`config.mk`:
```
export PLATFORM = sky130hd
export DESIGN_NAME = ivps_core
export DESIGN_NICKNAME = d
export VERILOG_FILES = /design/src/ivps_pkg.sv /design/src/ivps_core.sv /design/src/ivps_prio_enc.sv
export SDC_FILE = /design/constraint.sdc
export NUM_CORES = 1
export LEC_CHECK = 0
export BUFFER_PORTS_ARGS = -buffer_cell sky130_fd_sc_hd__buf_2
export CAP_MARGIN = 0
export CORE_MARGIN = 2
export CORE_UTILIZATION = 52
export CTS_CLUSTER_DIAMETER = 150
export DETAILED_ROUTE_END_ITERATION = 8
export GPL_ROUTABILITY_DRIVEN = 0
export PLACE_DENSITY = 0.86
export SLEW_MARGIN = 10
export SYNTH_ARGS = -nofsm -noshare
export SYNTH_HDL_FRONTEND = slang
export SYNTH_SLANG_ARGS = --single-unit
```
`constraint.sdc`:
```
create_clock -name mclk_in -period 4.7 [get_ports mclk_in]
set_clock_uncertainty 0.2 [all_clocks]
set_input_delay 0.235 -clock mclk_in [delete_from_list [all_inputs] [get_ports mclk_in]]
set_output_delay 0.235 -clock mclk_in [all_outputs]
set_load 0.01 [all_outputs]
```
`src/ivps_pkg.sv`:
```
/*
 * Package for the interrupt vector, priority and stacking unit.
 * Assumes a single system clock and an 8-bit core with 16-bit addresses.
 */
package ivps_pkg;
    // ------------------------------------------------------------
    // Sources, lowest priority at index 0
    // ------------------------------------------------------------
    localparam int NUM_SRC = 26;
    localparam int SRC_W = 5;
    localparam logic [15:0] VEC_BASE = 16'hFFCC;
    localparam logic [15:0] VEC_TOP = 16'hFFFF;
    localparam logic [15:0] VEC_RESET = 16'hFFFE;
    localparam logic [4:0] SRC_TIMER_A_CH5 = 5'h00;
    localparam logic [4:0] SRC_TIMER_A_CH4 = 5'h01;
    localparam logic [4:0] SRC_ADC = 5'h02;
    localparam logic [4:0] SRC_KEYBOARD = 5'h03;
    localparam logic [4:0] SRC_SERIAL_TX = 5'h04;
    localparam logic [4:0] SRC_SERIAL_RX = 5'h05;
    localparam logic [4:0] SRC_SERIAL_ERR = 5'h06;
    localparam logic [4:0] SRC_CAN_TX = 5'h07;
    localparam logic [4:0] SRC_CAN_RX = 5'h08;
    localparam logic [4:0] SRC_CAN_ERR = 5'h09;
    localparam logic [4:0] SRC_CAN_WAKE = 5'h0A;
    localparam logic [4:0] SRC_SPI_TX = 5'h0B;
    localparam logic [4:0] SRC_SPI_RX = 5'h0C;
    localparam logic [4:0] SRC_TIMER_B_OVF = 5'h0D;
    localparam logic [4:0] SRC_TIMER_B_CH1 = 5'h0E;
    localparam logic [4:0] SRC_TIMER_B_CH0 = 5'h0F;
    localparam logic [4:0] SRC_TIMER_A_OVF = 5'h10;
    localparam logic [4:0] SRC_TIMER_A_CH3 = 5'h11;
    localparam logic [4:0] SRC_TIMER_A_CH2 = 5'h12;
    localparam logic [4:0] SRC_TIMER_A_CH1 = 5'h13;
    localparam logic [4:0] SRC_TIMER_A_CH0 = 5'h14;
    localparam logic [4:0] SRC_PERIODIC_TIMER = 5'h15;
    localparam logic [4:0] SRC_PLL = 5'h16;
    localparam logic [4:0] SRC_EXTERNAL_IRQ_PIN = 5'h17;
    localparam logic [4:0] SRC_SOFTWARE_INTERRUPT = 5'h18;
    localparam logic [4:0] SRC_RESET = 5'h19;
    // ------------------------------------------------------------
    // Stack
    // ------------------------------------------------------------
    localparam logic [15:0] SP_RESET = 16'h00FF;
    localparam int STACK_BYTES = 5;
    localparam logic [2:0] STACK_LAST = 3'h4;
    localparam logic [1:0] FETCH_LAST = 2'h1;
    // ------------------------------------------------------------
    // Entry sequencer states
    // ------------------------------------------------------------
    typedef enum logic [4:0] {
        IVPS_IDLE = 5'b00001,
        IVPS_PUSH = 5'b00010,
        IVPS_FETCH = 5'b00100,
        IVPS_DONE = 5'b01000,
        IVPS_RESET = 5'b10000
    } ivps_state_e;
endpackage

```
`src/ivps_core.sv`:
```
/*
 * Interrupt and reset entry unit: vector selection and context stacking.
 * Assumes the core supplies register bytes and memory accepts one access per cycle.
 */
// Function
// - Vectors are fetched from the region FFCC to FFFF, two bytes each.
// - Priority rises with address; timer A ch5 lowest, then ch4, converter, keyboard.
// - Vector high byte at even address, low byte at following odd address.
// - Async serial port: transmit FFD4, receive FFD6, error FFD8.
// - CAN: transmit FFDA, receive FFDC, error FFDE, wakeup FFE0.
// - SPI transmit FFE2 and receive FFE4, above the CAN vectors.
// - Timer B overflow FFE6, channel 1 FFE8, channel 0 FFEA.
// - Timer A overflow FFEC; channels 3 to 0 at FFEE to FFF4.
// - Five bytes of core registers are pushed before servicing.
// - Index-high register is not saved on interrupt entry.
// - Stack pointer decrements per push, increments per pull.
// - Stack pointer resets to 00FF; reset stack pointer instruction returns it to 00FF.
// - Stack pointer is 16 bits, held in this unit; software can load it through sp_load_in.
`timescale 1ns/100ps
module ivps_core #(
    parameter int NUM_SRC = ivps_pkg::NUM_SRC
) (
    // Clock and reset
    input wire logic mclk_in,
    input wire logic nrst_in,
    // Peripheral requests, index per source order
    input wire logic [NUM_SRC-2:0] irq_req_in,
    input wire logic irq_mask_in,
    // Core handshake
    input wire logic [7:0] ctx_byte_in [ivps_pkg::STACK_BYTES],
    input wire logic rsp_instr_in,
    input wire logic pull_in,
    input wire logic [15:0] sp_load_in,
    input wire logic sp_load_en_in,
    input wire logic [7:0] mem_rdata_in,
    // Memory access
    output logic mem_wr_out,
    output logic mem_rd_out,
    output logic [15:0] mem_addr_out,
    output logic [7:0] mem_wdata_out,
    // Entry result
    output logic [15:0] sp_out,
    output logic [15:0] vector_out,
    output logic [ivps_pkg::SRC_W-1:0] src_out,
    output logic busy_out,
    output logic done_out
);
    import ivps_pkg::*;

    // ------------------------------------------------------------
    // Elaboration checks
    // ------------------------------------------------------------
    if (NUM_SRC != 26) begin : g_bad_src
        $error("ivps_core: vector table is fixed at 26 sources");
    end
    if (SRC_W < $clog2(NUM_SRC)) begin : g_bad_src_w
        $error("ivps_core: source index too narrow");
    end
    if (VEC_RESET != VEC_BASE + 16'(2 * NUM_SRC - 2)) begin : g_bad_reset_vec
        $error("ivps_core: reset vector is not the last table entry");
    end
    if (VEC_TOP != VEC_RESET + 16'h0001) begin : g_bad_top
        $error("ivps_core: table does not end at the top of memory");
    end
    if (STACK_LAST != 3'(STACK_BYTES - 1)) begin : g_bad_stack
        $error("ivps_core: stacked byte count and last index disagree");
    end

    // ------------------------------------------------------------
    // Vector address for a source
    // ------------------------------------------------------------
    function automatic logic [15:0] vec_addr(input logic [SRC_W-1:0] s);
        vec_addr = VEC_BASE + {10'h000, s, 1'b0};
    endfunction

    ivps_state_e state_q, state_d;
    logic [15:0] sp_q, sp_d;
    logic [2:0] cnt_q, cnt_d;
    logic [SRC_W-1:0] src_q, src_d;
    logic [7:0] vec_hi_q, vec_hi_d;
    logic [15:0] vector_q, vector_d;
    logic done_q, done_d;
    logic any_w;
    logic [SRC_W-1:0] idx_w;
    logic [NUM_SRC-1:0] req_w;
    logic [15:0] vaddr_w;
    logic [15:0] fetch_addr_w;
    logic push_last_w;
    logic fetch_low_w;
    logic [15:0] sp_inc_w;
    logic [15:0] sp_dec_w;

    // ------------------------------------------------------------
    // Priority selection
    // ------------------------------------------------------------
    assign req_w = {1'b0, irq_req_in & {(NUM_SRC-1){~irq_mask_in}}};

    ivps_prio_enc #(
        .N(NUM_SRC),
        .W(SRC_W)
    ) u_enc (
        .req_in(req_w),
        .any_out(any_w),
        .idx_out(idx_w)
    );

    assign vaddr_w = vec_addr(src_q);

    // ------------------------------------------------------------
    // Step and stack pointer decode
    // ------------------------------------------------------------
    assign fetch_addr_w = vaddr_w | {15'h0000, cnt_q[0]};
    assign push_last_w = (cnt_q == STACK_LAST);
    assign fetch_low_w = (cnt_q[1:0] == FETCH_LAST);
    assign sp_inc_w = sp_q + 16'h0001;
    assign sp_dec_w = sp_q - 16'h0001;

    // ------------------------------------------------------------
    // Entry sequencer
    // ------------------------------------------------------------
    always_comb begin
        state_d = state_q;
        sp_d = sp_q;
        cnt_d = cnt_q;
        src_d = src_q;
        vec_hi_d = vec_hi_q;
        vector_d = vector_q;
        done_d = 1'b0;
        mem_wr_out = 1'b0;
        mem_rd_out = 1'b0;
        mem_addr_out = 16'h0000;
        mem_wdata_out = 8'h00;
        case (state_q)
            IVPS_RESET: begin
                src_d = SRC_RESET;
                cnt_d = 3'h0;
                state_d = IVPS_FETCH;
            end
            IVPS_IDLE: begin
                if (rsp_instr_in) begin
                    sp_d = SP_RESET;
                end else if (sp_load_en_in) begin
                    sp_d = sp_load_in;
                end else if (pull_in) begin
                    sp_d = sp_inc_w;
                end
                if (any_w) begin
                    src_d = idx_w;
                    cnt_d = 3'h0;
                    state_d = IVPS_PUSH;
                end
            end
            IVPS_PUSH: begin
                mem_wr_out = 1'b1;
                mem_addr_out = sp_q;
                mem_wdata_out = ctx_byte_in[cnt_q];
                sp_d = sp_dec_w;
                cnt_d = cnt_q + 3'h1;
                if (push_last_w) begin
                    cnt_d = 3'h0;
                    state_d = IVPS_FETCH;
                end
            end
            IVPS_FETCH: begin
                mem_rd_out = 1'b1;
                mem_addr_out = fetch_addr_w;
                cnt_d = cnt_q + 3'h1;
                if (!fetch_low_w) begin
                    vec_hi_d = mem_rdata_in;
                end else begin
                    vector_d = {vec_hi_q, mem_rdata_in};
                    state_d = IVPS_DONE;
                end
            end
            IVPS_DONE: begin
                done_d = 1'b1;
                state_d = IVPS_IDLE;
            end
            default: begin
                state_d = IVPS_IDLE;
            end
        endcase
    end

    // ------------------------------------------------------------
    // Sequencer registers
    // ------------------------------------------------------------
    always_ff @(posedge mclk_in) begin
        if (!nrst_in) begin
            state_q <= IVPS_RESET;
            cnt_q <= 3'h0;
            src_q <= SRC_RESET;
            done_q <= 1'b0;
        end else begin
            state_q <= state_d;
            cnt_q <= cnt_d;
            src_q <= src_d;
            done_q <= done_d;
        end
    end

    // ------------------------------------------------------------
    // Stack pointer and vector registers
    // ------------------------------------------------------------
    always_ff @(posedge mclk_in) begin
        if (!nrst_in) begin
            sp_q <= SP_RESET;
            vec_hi_q <= 8'h00;
            vector_q <= 16'h0000;
        end else begin
            sp_q <= sp_d;
            vec_hi_q <= vec_hi_d;
            vector_q <= vector_d;
        end
    end

    // ------------------------------------------------------------
    // Outputs
    // ------------------------------------------------------------
    assign sp_out = sp_q;
    assign vector_out = vector_q;
    assign src_out = src_q;
    assign done_out = done_q;
    assign busy_out = (state_q != IVPS_IDLE);
endmodule

```
`src/ivps_prio_enc.sv`:
```
/*
 * Fixed priority encoder: highest set index wins.
 * Assumes requests are already synchronous to the system clock.
 */
`timescale 1ns/100ps
module ivps_prio_enc #(
    parameter int N = ivps_pkg::NUM_SRC,
    parameter int W = ivps_pkg::SRC_W
) (
    // Requests
    input wire logic [N-1:0] req_in,
    // Result
    output logic any_out,
    output logic [W-1:0] idx_out
);
    import ivps_pkg::*;

    if (N > (1 << W)) begin : g_bad_width
        $error("ivps_prio_enc: index width too small");
    end

    always_comb begin
        idx_out = '0;
        for (int i = 0; i < N; i++) begin
            if (req_in[i]) begin
                idx_out = W'(i);
            end
        end
    end

    assign any_out = |req_in;
endmodule

```
==> results of run 1 <==
-- cells in the final DEF, fill, tap and decap left out, types with 3 or more instances in the layout --
cell           Yosys  routed
a211oi_1           8       8
a21oi_1           43      43
a22oi_1            9       9
a31oi_1            4       4
a32oi_1            3       3
buf_2              9     159
clkbuf_8           0       5
dfxtp_1           54      54
dlygate4sd3_1      0       9
ha_1               6       6
inv_1             16      16
mux2_2             4       4
mux2i_1            8       8
mux4_2             8       8
nand2_1           84      84
nand2b_1           6       6
nand3_1           16      16
nand4_1            8       8
nor2_1            46      46
nor2b_1            4       4
nor3_1            18      18
nor4_1            11      11
nor4_2             3       3
o211ai_1           5       5
o21ai_0           24      24
o22ai_1            7       7
o311ai_0           4       4
o31ai_1            3       3
or3_1              4       4
xnor2_1            8       8
xor2_1             8       8
-- where the power goes --
part / internal (mW) / switching (mW)
Sequential: 0.472 / 0.0310
Clock: 0.112 / 0.168
Combinational: 0.124 / 0.155
Total: 0.708 / 0.354
-- sequential cells by signal, indices dropped and copies added (netlist names) --
| name | flops |
|---|---|
| cnt_q | 3 |
| done_out | 1 |
| sp_out | 16 |
| src_out | 5 |
| state_q | 5 |
| vec_hi_q | 8 |
| vector_out | 16 |
-- stage by stage --
step / total power [mW] / instances / hold WS (ps)
after floorplan: 0.6770 / 498 / 171.0
after global placement: 0.7726 / 721 / 240.0
after detailed placement: 0.7804 / 721 / 244.6
after CTS: 1.060 / 738 / 7.923
after global routing: 1.110 / 738 / 12.92
final: 1.062 / 738 / 7.701
-- timing repair --
action,4_1_cts,5_1_grt
endpoints found under the setup margin,0,0
hold buffers,9,0
endpoints found under the hold margin,17,0
-- per-layer routing --
metal	track usage, %	part of all wire, %	wire [um]
met1	35.71	39	4550
met2	52.51	50	5890
met3	3.601	8.5	1006
met4	11.26	3.1	364
met5	0	0	0
-- final timing paths --
kind / startpoint / to
max: cnt_q[2] / mem_wdata_out[7]
min: sp_load_in[15] / sp_out[15]
max reg2reg: state_q[4] / sp_out[6]
min reg2reg: vector_out[9] / vector_out[9]
-- final cells by class --
| cell class | count | area [um2] |
|---|---|---|
| Clock inverter | 3 | 28.78 |
| Tap cell | 96 | 120.1 |
| Timing Repair Buffer | 169 | 893.4 |
| Multi-Input combinational cell | 390 | 2436 |
| Clock buffer | 5 | 68.82 |
| Sequential cell | 54 | 1081 |
| Inverter | 21 | 80.08 |
| Fill cell | 607 | 2161 |
-- worst min-delay path, cell delays in order --
cell       delay [ps]
buf_2              80
o2111ai_1          90
o211ai_1           80
-- cells by family (layout without fill, tap and decap cells) --
kind of cell | Yosys count | in the layout | share of synthesized area, %
AND/OR/NAND/NOR | 219 | 219 | 28.72
AO/OA/AOI/OAI | 129 | 129 | 22.35
flip-flops | 54 | 54 | 28.82
buffers and inverters | 54 | 198 | 6.238
XOR/XNOR | 16 | 16 | 3.736
adder cells (fa/ha/maj) | 6 | 6 | 2.001
multiplexers | 20 | 20 | 8.139
==> results.py, run 1 <==
metrics = {
    "clock_tree": {
        "cts_buffer_depth": 2,
        "cts_setup_buffers": 0,
        "cts_buffers": 5,
        "cts_resized": 0,
        "root_buffer": "clkbuf_8",
        "cts_sinks": 54,
        "cts_max_level": 2,
        "clock_latency_ps": 310,
        "cts_tree": "built",
        "clk_pin_slew_ps": 110,
    },
    "sta": {
        "finalCriticalPeriod_ps": 2764,
        "worst_pin_slew_ps": 916.4,
        "layout_setup_ws_ps": 1936,
        "final.period_utilization_pct": 58.81,
        "max_freq_mhz": 361.8,
        "hold_viol_final": 0,
        "setup_viol_count_final": 0,
        "slew_viol_final": 0,
        "rsz0062_at_grt": "false",
        "slew_headroom_pct": 38.44,
        "fin_tns_setup_ps": 0,
    },
    "die": {
        "die_x_um": 88.94,
        "rows": 30,
        "die_area_mm2": 0.007909,
        "die_height_um": 88.94,
        "initial_utilization_pct": 54.61,
        "io_pins": 160,
        "coreArea_mm2": 0.006869,
    },
    "logic_synthesis": {
        "synth_area_leaders": "dfxtp_1, nand2_1, a21oi_1, mux4_2, nor2_1",
        "synth_warnings": 0,
        "yosys.area.top_type": "dfxtp_1",
        "syn-num-nets": 599,
        "async_flop_share_pct": 0,
        "synth_area_mm2": 0.003751,
        "seq_area_frac_synth_pct": 28.82,
        "synth_most_common_cell": "nand2_1",
        "synthTopCellsByCount": "nand2_1, dfxtp_1, nor2_1",
        "yosys.area.top_type_share_pct": 28.82,
        "syn_avg_cell_area_um2": 7.532,
        "synth_top_flop_cell": "dfxtp_1",
        "syn_inst": 498,
        "yosys_register_bits": 54,
        "synth_edf_count": 0,
        "ys_types": 65,
    },
    "power": {
        "p_leak_nw": 2.069,
        "irDropWorstVdd_mv": 0.1281,
        "power_density_mw_per_mm2": 225.5,
    },
    "worst_setup_path": {
        "setup.worst_path.class": "flip-flop to output port",
        "r2r_cells": 6,
        "rrSetupSlack_ps": 2310,
        "cp_slowest_cell": "nor3_1",
        "crit_required_ps": 4260,
        "cpPeakStageDelay_ps": 840,
        "startpoint_type": "flip-flop",
        "critPathTopFamily": "simple AND/OR/NAND/NOR gates",
        "crit_chain": "clkinv_1 -> nor3_1 -> a22oi_1 -> nor2_1 -> buf_2",
        "cp_data_arrival_time_ps": 2330,
        "cp.depth": 5,
        "worstSetupEndpointType": "output port",
        "crit_buf_inv": 2,
        "crit_fanout": 10,
    },
    "routing": {
        "drtAntennaViolNets": 0,
        "drt_pass1_iterations": 5,
        "routedWlPerCell_um": 16.00,
        "drt_iter0_drc": 255,
        "drc": 0,
        "vias": 4387,
        "drt_wl_total_mm": 11.81,
        "vias_per_cell": 5.944,
    },
    "min_path": {
        "min_path_cells": 3,
        "hold_path.class": "input pin to flip-flop",
    },
    "cells_and_area": {
        "areaGrowthSynthToFinish_pct": 25.52,
        "final_core_util_pct": 68.54,
        "drive_above_1_share_pct": 30.53,
        "final_cell_area_mm2": 0.004708,
        "diodes": 0,
        "fin_nets": 742,
    },
    "place": {
        "place_area_mm2": 0.004521,
        "io_buffers": 159,
        "place_ws_ps": 2319,
        "dp_hpwl_mm": 8.812,
    },
    "global_routing": {
        "grt_antenna_before_repair": 0,
        "grt_pass1_vias": 3995,
        "grtUsageTotal_pct": 29.24,
        "grt_max_degree": 31,
        "overflow": 0,
        "grt_pass1_wl_mm": 18.38,
    },
    "run": {
        "drv_cap": 0,
    },
    "outcome": {
        "status": "completed",
    },
}
No activity file was read; power rests on OpenSTA's default activity.
==> run 2: changes to the inputs <==
- CORE_UTILIZATION: 52 -> 49
- PLACE_DENSITY: 0.86 -> 0.82
- clock period: 4.7 -> 2.7 ns (I/O delays scaled with it)
==> results.py, run 2 (synthesis results as in run 1) <==
metrics = {
    "outcome": {
        "status": "completed",
    },
    "global_routing": {
        "grtUsageTotal_pct": 28.19,
        "overflow": 0,
        "grt_max_degree": 31,
        "grt_antenna_before_repair": 0,
        "grt_pass1_vias": 4249,
        "grt_pass1_wl_mm": 19.50,
    },
    "power": {
        "p_leak_nw": 2.138,
        "p_comb_share_pct": 26.8,
        "seqPwrFrac_pct": 46.4,
        "power_switching_mw": 0.6383,
        "power_density_mw_per_mm2": 388.2,
        "irDropWorstVdd_mv": 0.2407,
        "clockPowerShare_pct": 26.8,
        "power_switching_share_pct": 33.84,
        "p_int_mw": 1.248,
        "p_total_mw": 1.886,
    },
    "run": {
        "drv_cap": 0,
    },
    "sta": {
        "slew_viol_final": 0,
        "final.period_utilization_pct": 91.92,
        "hold_viol_final": 0,
        "rsz0062_at_grt": "false",
        "finalCriticalPeriod_ps": 2482,
        "setup_viol_count_final": 0,
        "fin_tns_setup_ps": 0,
        "max_freq_mhz": 402.9,
        "worst_pin_slew_ps": 667.9,
        "slew_headroom_pct": 55.13,
    },
    "worst_setup_path": {
        "critPathTopFamily": "simple AND/OR/NAND/NOR gates",
        "cpPeakStageDelay_ps": 440,
        "r2r-end": "sp_out[14]",
        "crit_fanout": 30,
        "worstSetupEndpointType": "output port",
        "cp_slowest_cell": "nor4_4",
        "regToRegStartpoint": "state_q[4]",
        "crit_chain": "nor4_4 -> nand2_4 -> inv_4 -> nand2_1 -> o21ai_0 -> buf_2",
        "rrSetupSlack_ps": 420,
        "startpoint_type": "flip-flop",
        "setup.worst_path.class": "flip-flop to output port",
        "crit_buf_inv": 2,
        "crit_required_ps": 2370,
        "r2r_cells": 6,
        "cp_data_arrival_time_ps": 2150,
    },
    "clock_tree": {
        "cts_sinks": 54,
        "cts_tree": "built",
        "clock_latency_ps": 330,
        "root_buffer": "clkbuf_8",
        "cts_buffer_depth": 2,
        "cts_max_level": 2,
        "cts_buffers": 5,
        "clk_pin_slew_ps": 120,
        "cts_setup_buffers": 0,
    },
    "cells_and_area": {
        "drive_above_1_share_pct": 30.70,
        "diodes": 0,
        "fillers": 662,
        "final_core_util_pct": 66.27,
        "areaGrowthSynthToFinish_pct": 29.52,
        "final_cell_mix": "buf_2, nand2_1, dfxtp_1",
        "mostFrequentLayoutCell": "buf_2",
        "fin_nets": 758,
        "fin_cells": 757,
    },
    "place": {
        "io_buffers": 159,
        "placedCellCount": 730,
        "dp_hpwl_mm": 8.866,
    },
    "die": {
        "rows": 31,
        "die_area_mm2": 0.008371,
        "io_pins": 160,
        "die_height_um": 91.50,
        "coreArea_mm2": 0.007331,
        "initial_utilization_pct": 51.17,
        "die_x_um": 91.50,
    },
    "routing": {
        "drt_pass1_iterations": 5,
        "vias": 4458,
        "drt_wl_total_mm": 11.97,
        "vias_per_cell": 5.889,
        "drtAntennaViolNets": 0,
        "drt_iter0_drc": 306,
        "drc": 0,
        "routedWlPerCell_um": 15.81,
    },
    "min_path": {
        "hold_path.class": "input pin to flip-flop",
        "holdCritStartpoint": "sp_load_in[4]",
        "min_to": "sp_out[4]",
        "min_path_cells": 4,
    },
}
[run 2: area by class of cell]
class | instances | area, um2 | area share [%]
multi-input cells | 390 | 2436 | 50.14
flip-flops and latches | 54 | 1081 | 22.25
repair buffers | 185 | 1039 | 21.38
well taps | 99 | 123.9 | 2.550
inverters | 21 | 81.33 | 1.674
clock buffers | 5 | 68.82 | 1.416
clock inverters | 3 | 28.78 | 0.5923
[run 2: timing repair]
action | 4_1_cts | 5_1_grt
endpoints found under the setup margin | 0 | 1
gates resized for setup | 0 | 1
hold buffers | 19 | 0
endpoints found under the hold margin | 29 | 0
[run 2: power by group through the flow]
stage          Combinational, mW  Clock [mW]  Sequential (mW)
2_1_floorplan              0.309           0            0.869
3_3_place_gp               0.466           0            0.888
3_5_place_dp               0.477           0            0.891
4_1_cts                    0.501       0.511            0.873
5_1_grt                    0.551       0.541            0.879
6_report                   0.506       0.505            0.875
[run 2: stage by stage]
step	setup slack (ps)	hold slack, ps	area [um2]
after floorplan	635.7	70.96	3751
after global placement	492.5	190.3	4569
after detailed placement	335.3	191.0	4569
after CTS	159.4	15.90	4857
after global routing	70.17	52.36	4858
final	218.1	17.97	4858
[run 2: how the worst max path moves through the flow]
stage                            to  startpoint  depth (start not counted)
CTS                 mem_addr_out[5]  state_q[4]                          6
global route        mem_addr_out[2]  state_q[4]                          6
global placement          sp_out[6]  state_q[4]                          6
floorplan                  cnt_q[2]    cnt_q[0]                          8
finish              mem_addr_out[5]  state_q[4]                          6
detailed placement        sp_out[0]  state_q[4]                          5
[run 2: metal layers]
layer	part of all wire [%]	vias to the layer above	GRT usage (%)
li1	-	2127	-
met1	39	2056	34.54
met2	50	250	50.31
met3	9.2	25	5.228
met4	1.6	0	7.576
met5	0	-	0
[run 2: worst register-to-register path: stages (launching register included)]
cell,delay (ps)
dfxtp_1,430
nor4_4,440
nand2_4,270
inv_4,350
nand2_2,100
mux2_2,260
a31oi_1,160
==> run 3: changes to the inputs <==
- clock period: 2.7 -> 2.6 ns (I/O delays scaled with it)
==> results.py, run 3 (synthesis results as in run 1) <==
metrics = {
    "power": {
        "p_total_mw": 1.950,
        "irDropWorstVdd_mv": 0.2512,
        "power_density_mw_per_mm2": 399.2,
        "p_leak_nw": 2.154,
    },
    "routing": {
        "drc": 0,
        "vias_per_cell": 5.747,
        "routedWlPerCell_um": 15.34,
        "vias": 4368,
        "drt_wl_total_mm": 11.66,
        "drt_pass1_iterations": 4,
        "drtAntennaViolNets": 0,
        "drt_iter0_drc": 219,
    },
    "cells_and_area": {
        "diodes": 0,
        "final_cell_mix": "buf_2, nand2_1, dfxtp_1",
        "areaGrowthSynthToFinish_pct": 30.25,
        "final_core_util_pct": 66.65,
        "mostFrequentLayoutCell": "buf_2",
        "drive_above_1_share_pct": 31.01,
        "fin_nets": 761,
    },
    "place": {
        "io_buffers": 159,
        "dp_hpwl_mm": 8.764,
    },
    "clock_tree": {
        "cts_setup_buffers": 0,
        "clock_latency_ps": 320,
        "cts_sinks": 54,
        "cts_tree": "built",
        "root_buffer": "clkbuf_8",
        "cts_max_level": 2,
        "cts_buffers": 5,
        "clk_pin_slew_ps": 100,
        "cts_buffer_depth": 2,
    },
    "die": {
        "die_height_um": 91.50,
        "coreArea_mm2": 0.007331,
        "rows": 31,
        "io_pins": 160,
        "die_area_mm2": 0.008371,
        "initial_utilization_pct": 51.17,
        "die_x_um": 91.50,
    },
    "sta": {
        "worst_pin_slew_ps": 579.7,
        "setup_viol_count_final": 0,
        "hold_viol_final": 0,
        "fin_tns_setup_ps": 0,
        "slew_viol_final": 0,
        "slew_headroom_pct": 61.09,
        "finalCriticalPeriod_ps": 2406,
        "final.period_utilization_pct": 92.54,
        "max_freq_mhz": 415.6,
        "rsz0062_at_grt": "false",
    },
    "global_routing": {
        "grt_antenna_before_repair": 0,
        "overflow": 0,
        "grtUsageTotal_pct": 27.56,
        "grt_pass1_vias": 4176,
        "grt_pass1_wl_mm": 19.13,
        "grt_max_degree": 31,
    },
    "worst_setup_path": {
        "crit_required_ps": 2270,
        "r2r_cells": 5,
        "cp_data_arrival_time_ps": 2080,
        "r2r-end": "sp_out[13]",
        "regToRegStartpoint": "state_q[4]",
        "crit_fanout": 30,
        "crit_path_end": "mem_addr_out[5]",
        "rrSetupSlack_ps": 310,
        "worstSetupEndpointType": "output port",
        "setup.worst_path.class": "flip-flop to output port",
        "startpoint_type": "flip-flop",
        "crit_start": "state_q[4]",
    },
    "run": {
        "drv_cap": 0,
    },
    "outcome": {
        "status": "completed",
    },
    "min_path": {
        "hold_path.class": "input pin to flip-flop",
    },
}
-- run 3: changes by cell type in the layout (fill, tap and decap cells not counted) --
cell | previous run | this run
inv_4 | 1 | 0
inv_8 | 1 | 2
buf_4 | 7 | 10
-- run 3: area by class of cell --
type / count / area, um2
clock buffers: 5 / 68.82
well taps: 99 / 123.9
fillers: 633 / 2445
clock inverters: 3 / 28.78
flip-flops and latches: 54 / 1081
inverters: 21 / 86.33
repair buffers: 188 / 1061
multi-input cells: 390 / 2436
-- run 3: stage by stage --
| stage | setup WS (ps) | hold slack, ps | cell area (um2) | std cells |
|---|---|---|---|---|
| final | 194.0 | 15.45 | 4886 | 760 |
| after global placement | 414.8 | 186.2 | 4592 | 733 |
| after CTS | 25.27 | 12.35 | 4880 | 760 |
| after detailed placement | 259.0 | 189.0 | 4592 | 733 |
| after floorplan | 535.7 | 65.96 | 3751 | 498 |
| after global routing | 21.21 | 38.65 | 4886 | 760 |
-- run 3: critical path, stage by stage (launching register included) --
cell and delay (ps):
dfxtp_1 430, nor4_4 470, nand2_4 280, inv_8 250, nand2_1 70, o21ai_0 90
buf_2 150
-- run 3: what timing repair did --
action,in CTS,in global routing
hold endpoints to repair,29,0
hold buffers,19,0
resized for setup,0,3
setup endpoints to repair,0,11
-- run 3: worst min path at each step --
stage	depth (start not counted)	slack (ps)	startpoint	end
detailed placement	3	190	mem_rdata_in[3]	vec_hi_q[3]
finish	4	20	irq_req_in[20]	src_out[0]
global route	4	40	irq_req_in[20]	src_out[0]
global placement	3	190	mem_rdata_in[3]	vector_out[3]
CTS	4	10	irq_req_in[20]	src_out[0]
floorplan	2	70	mem_rdata_in[0]	vec_hi_q[0]
-- run 3: per-layer routing --
metal / global-route usage [%] / up-vias / share of wire, %
li1: - / 2128 / -
met1: 32.82 / 1978 / 40
met2: 49.14 / 234 / 49
met3: 4.481 / 28 / 8.3
met4: 10.73 / 0 / 2.6
met5: 0 / - / 0
-- run 3: where the power goes --
part	internal, mW	leakage [nW]	switching, mW
Sequential	0.854	0.437	0.0475
Combinational	0.244	1.67	0.289
Clock	0.202	0.0506	0.314
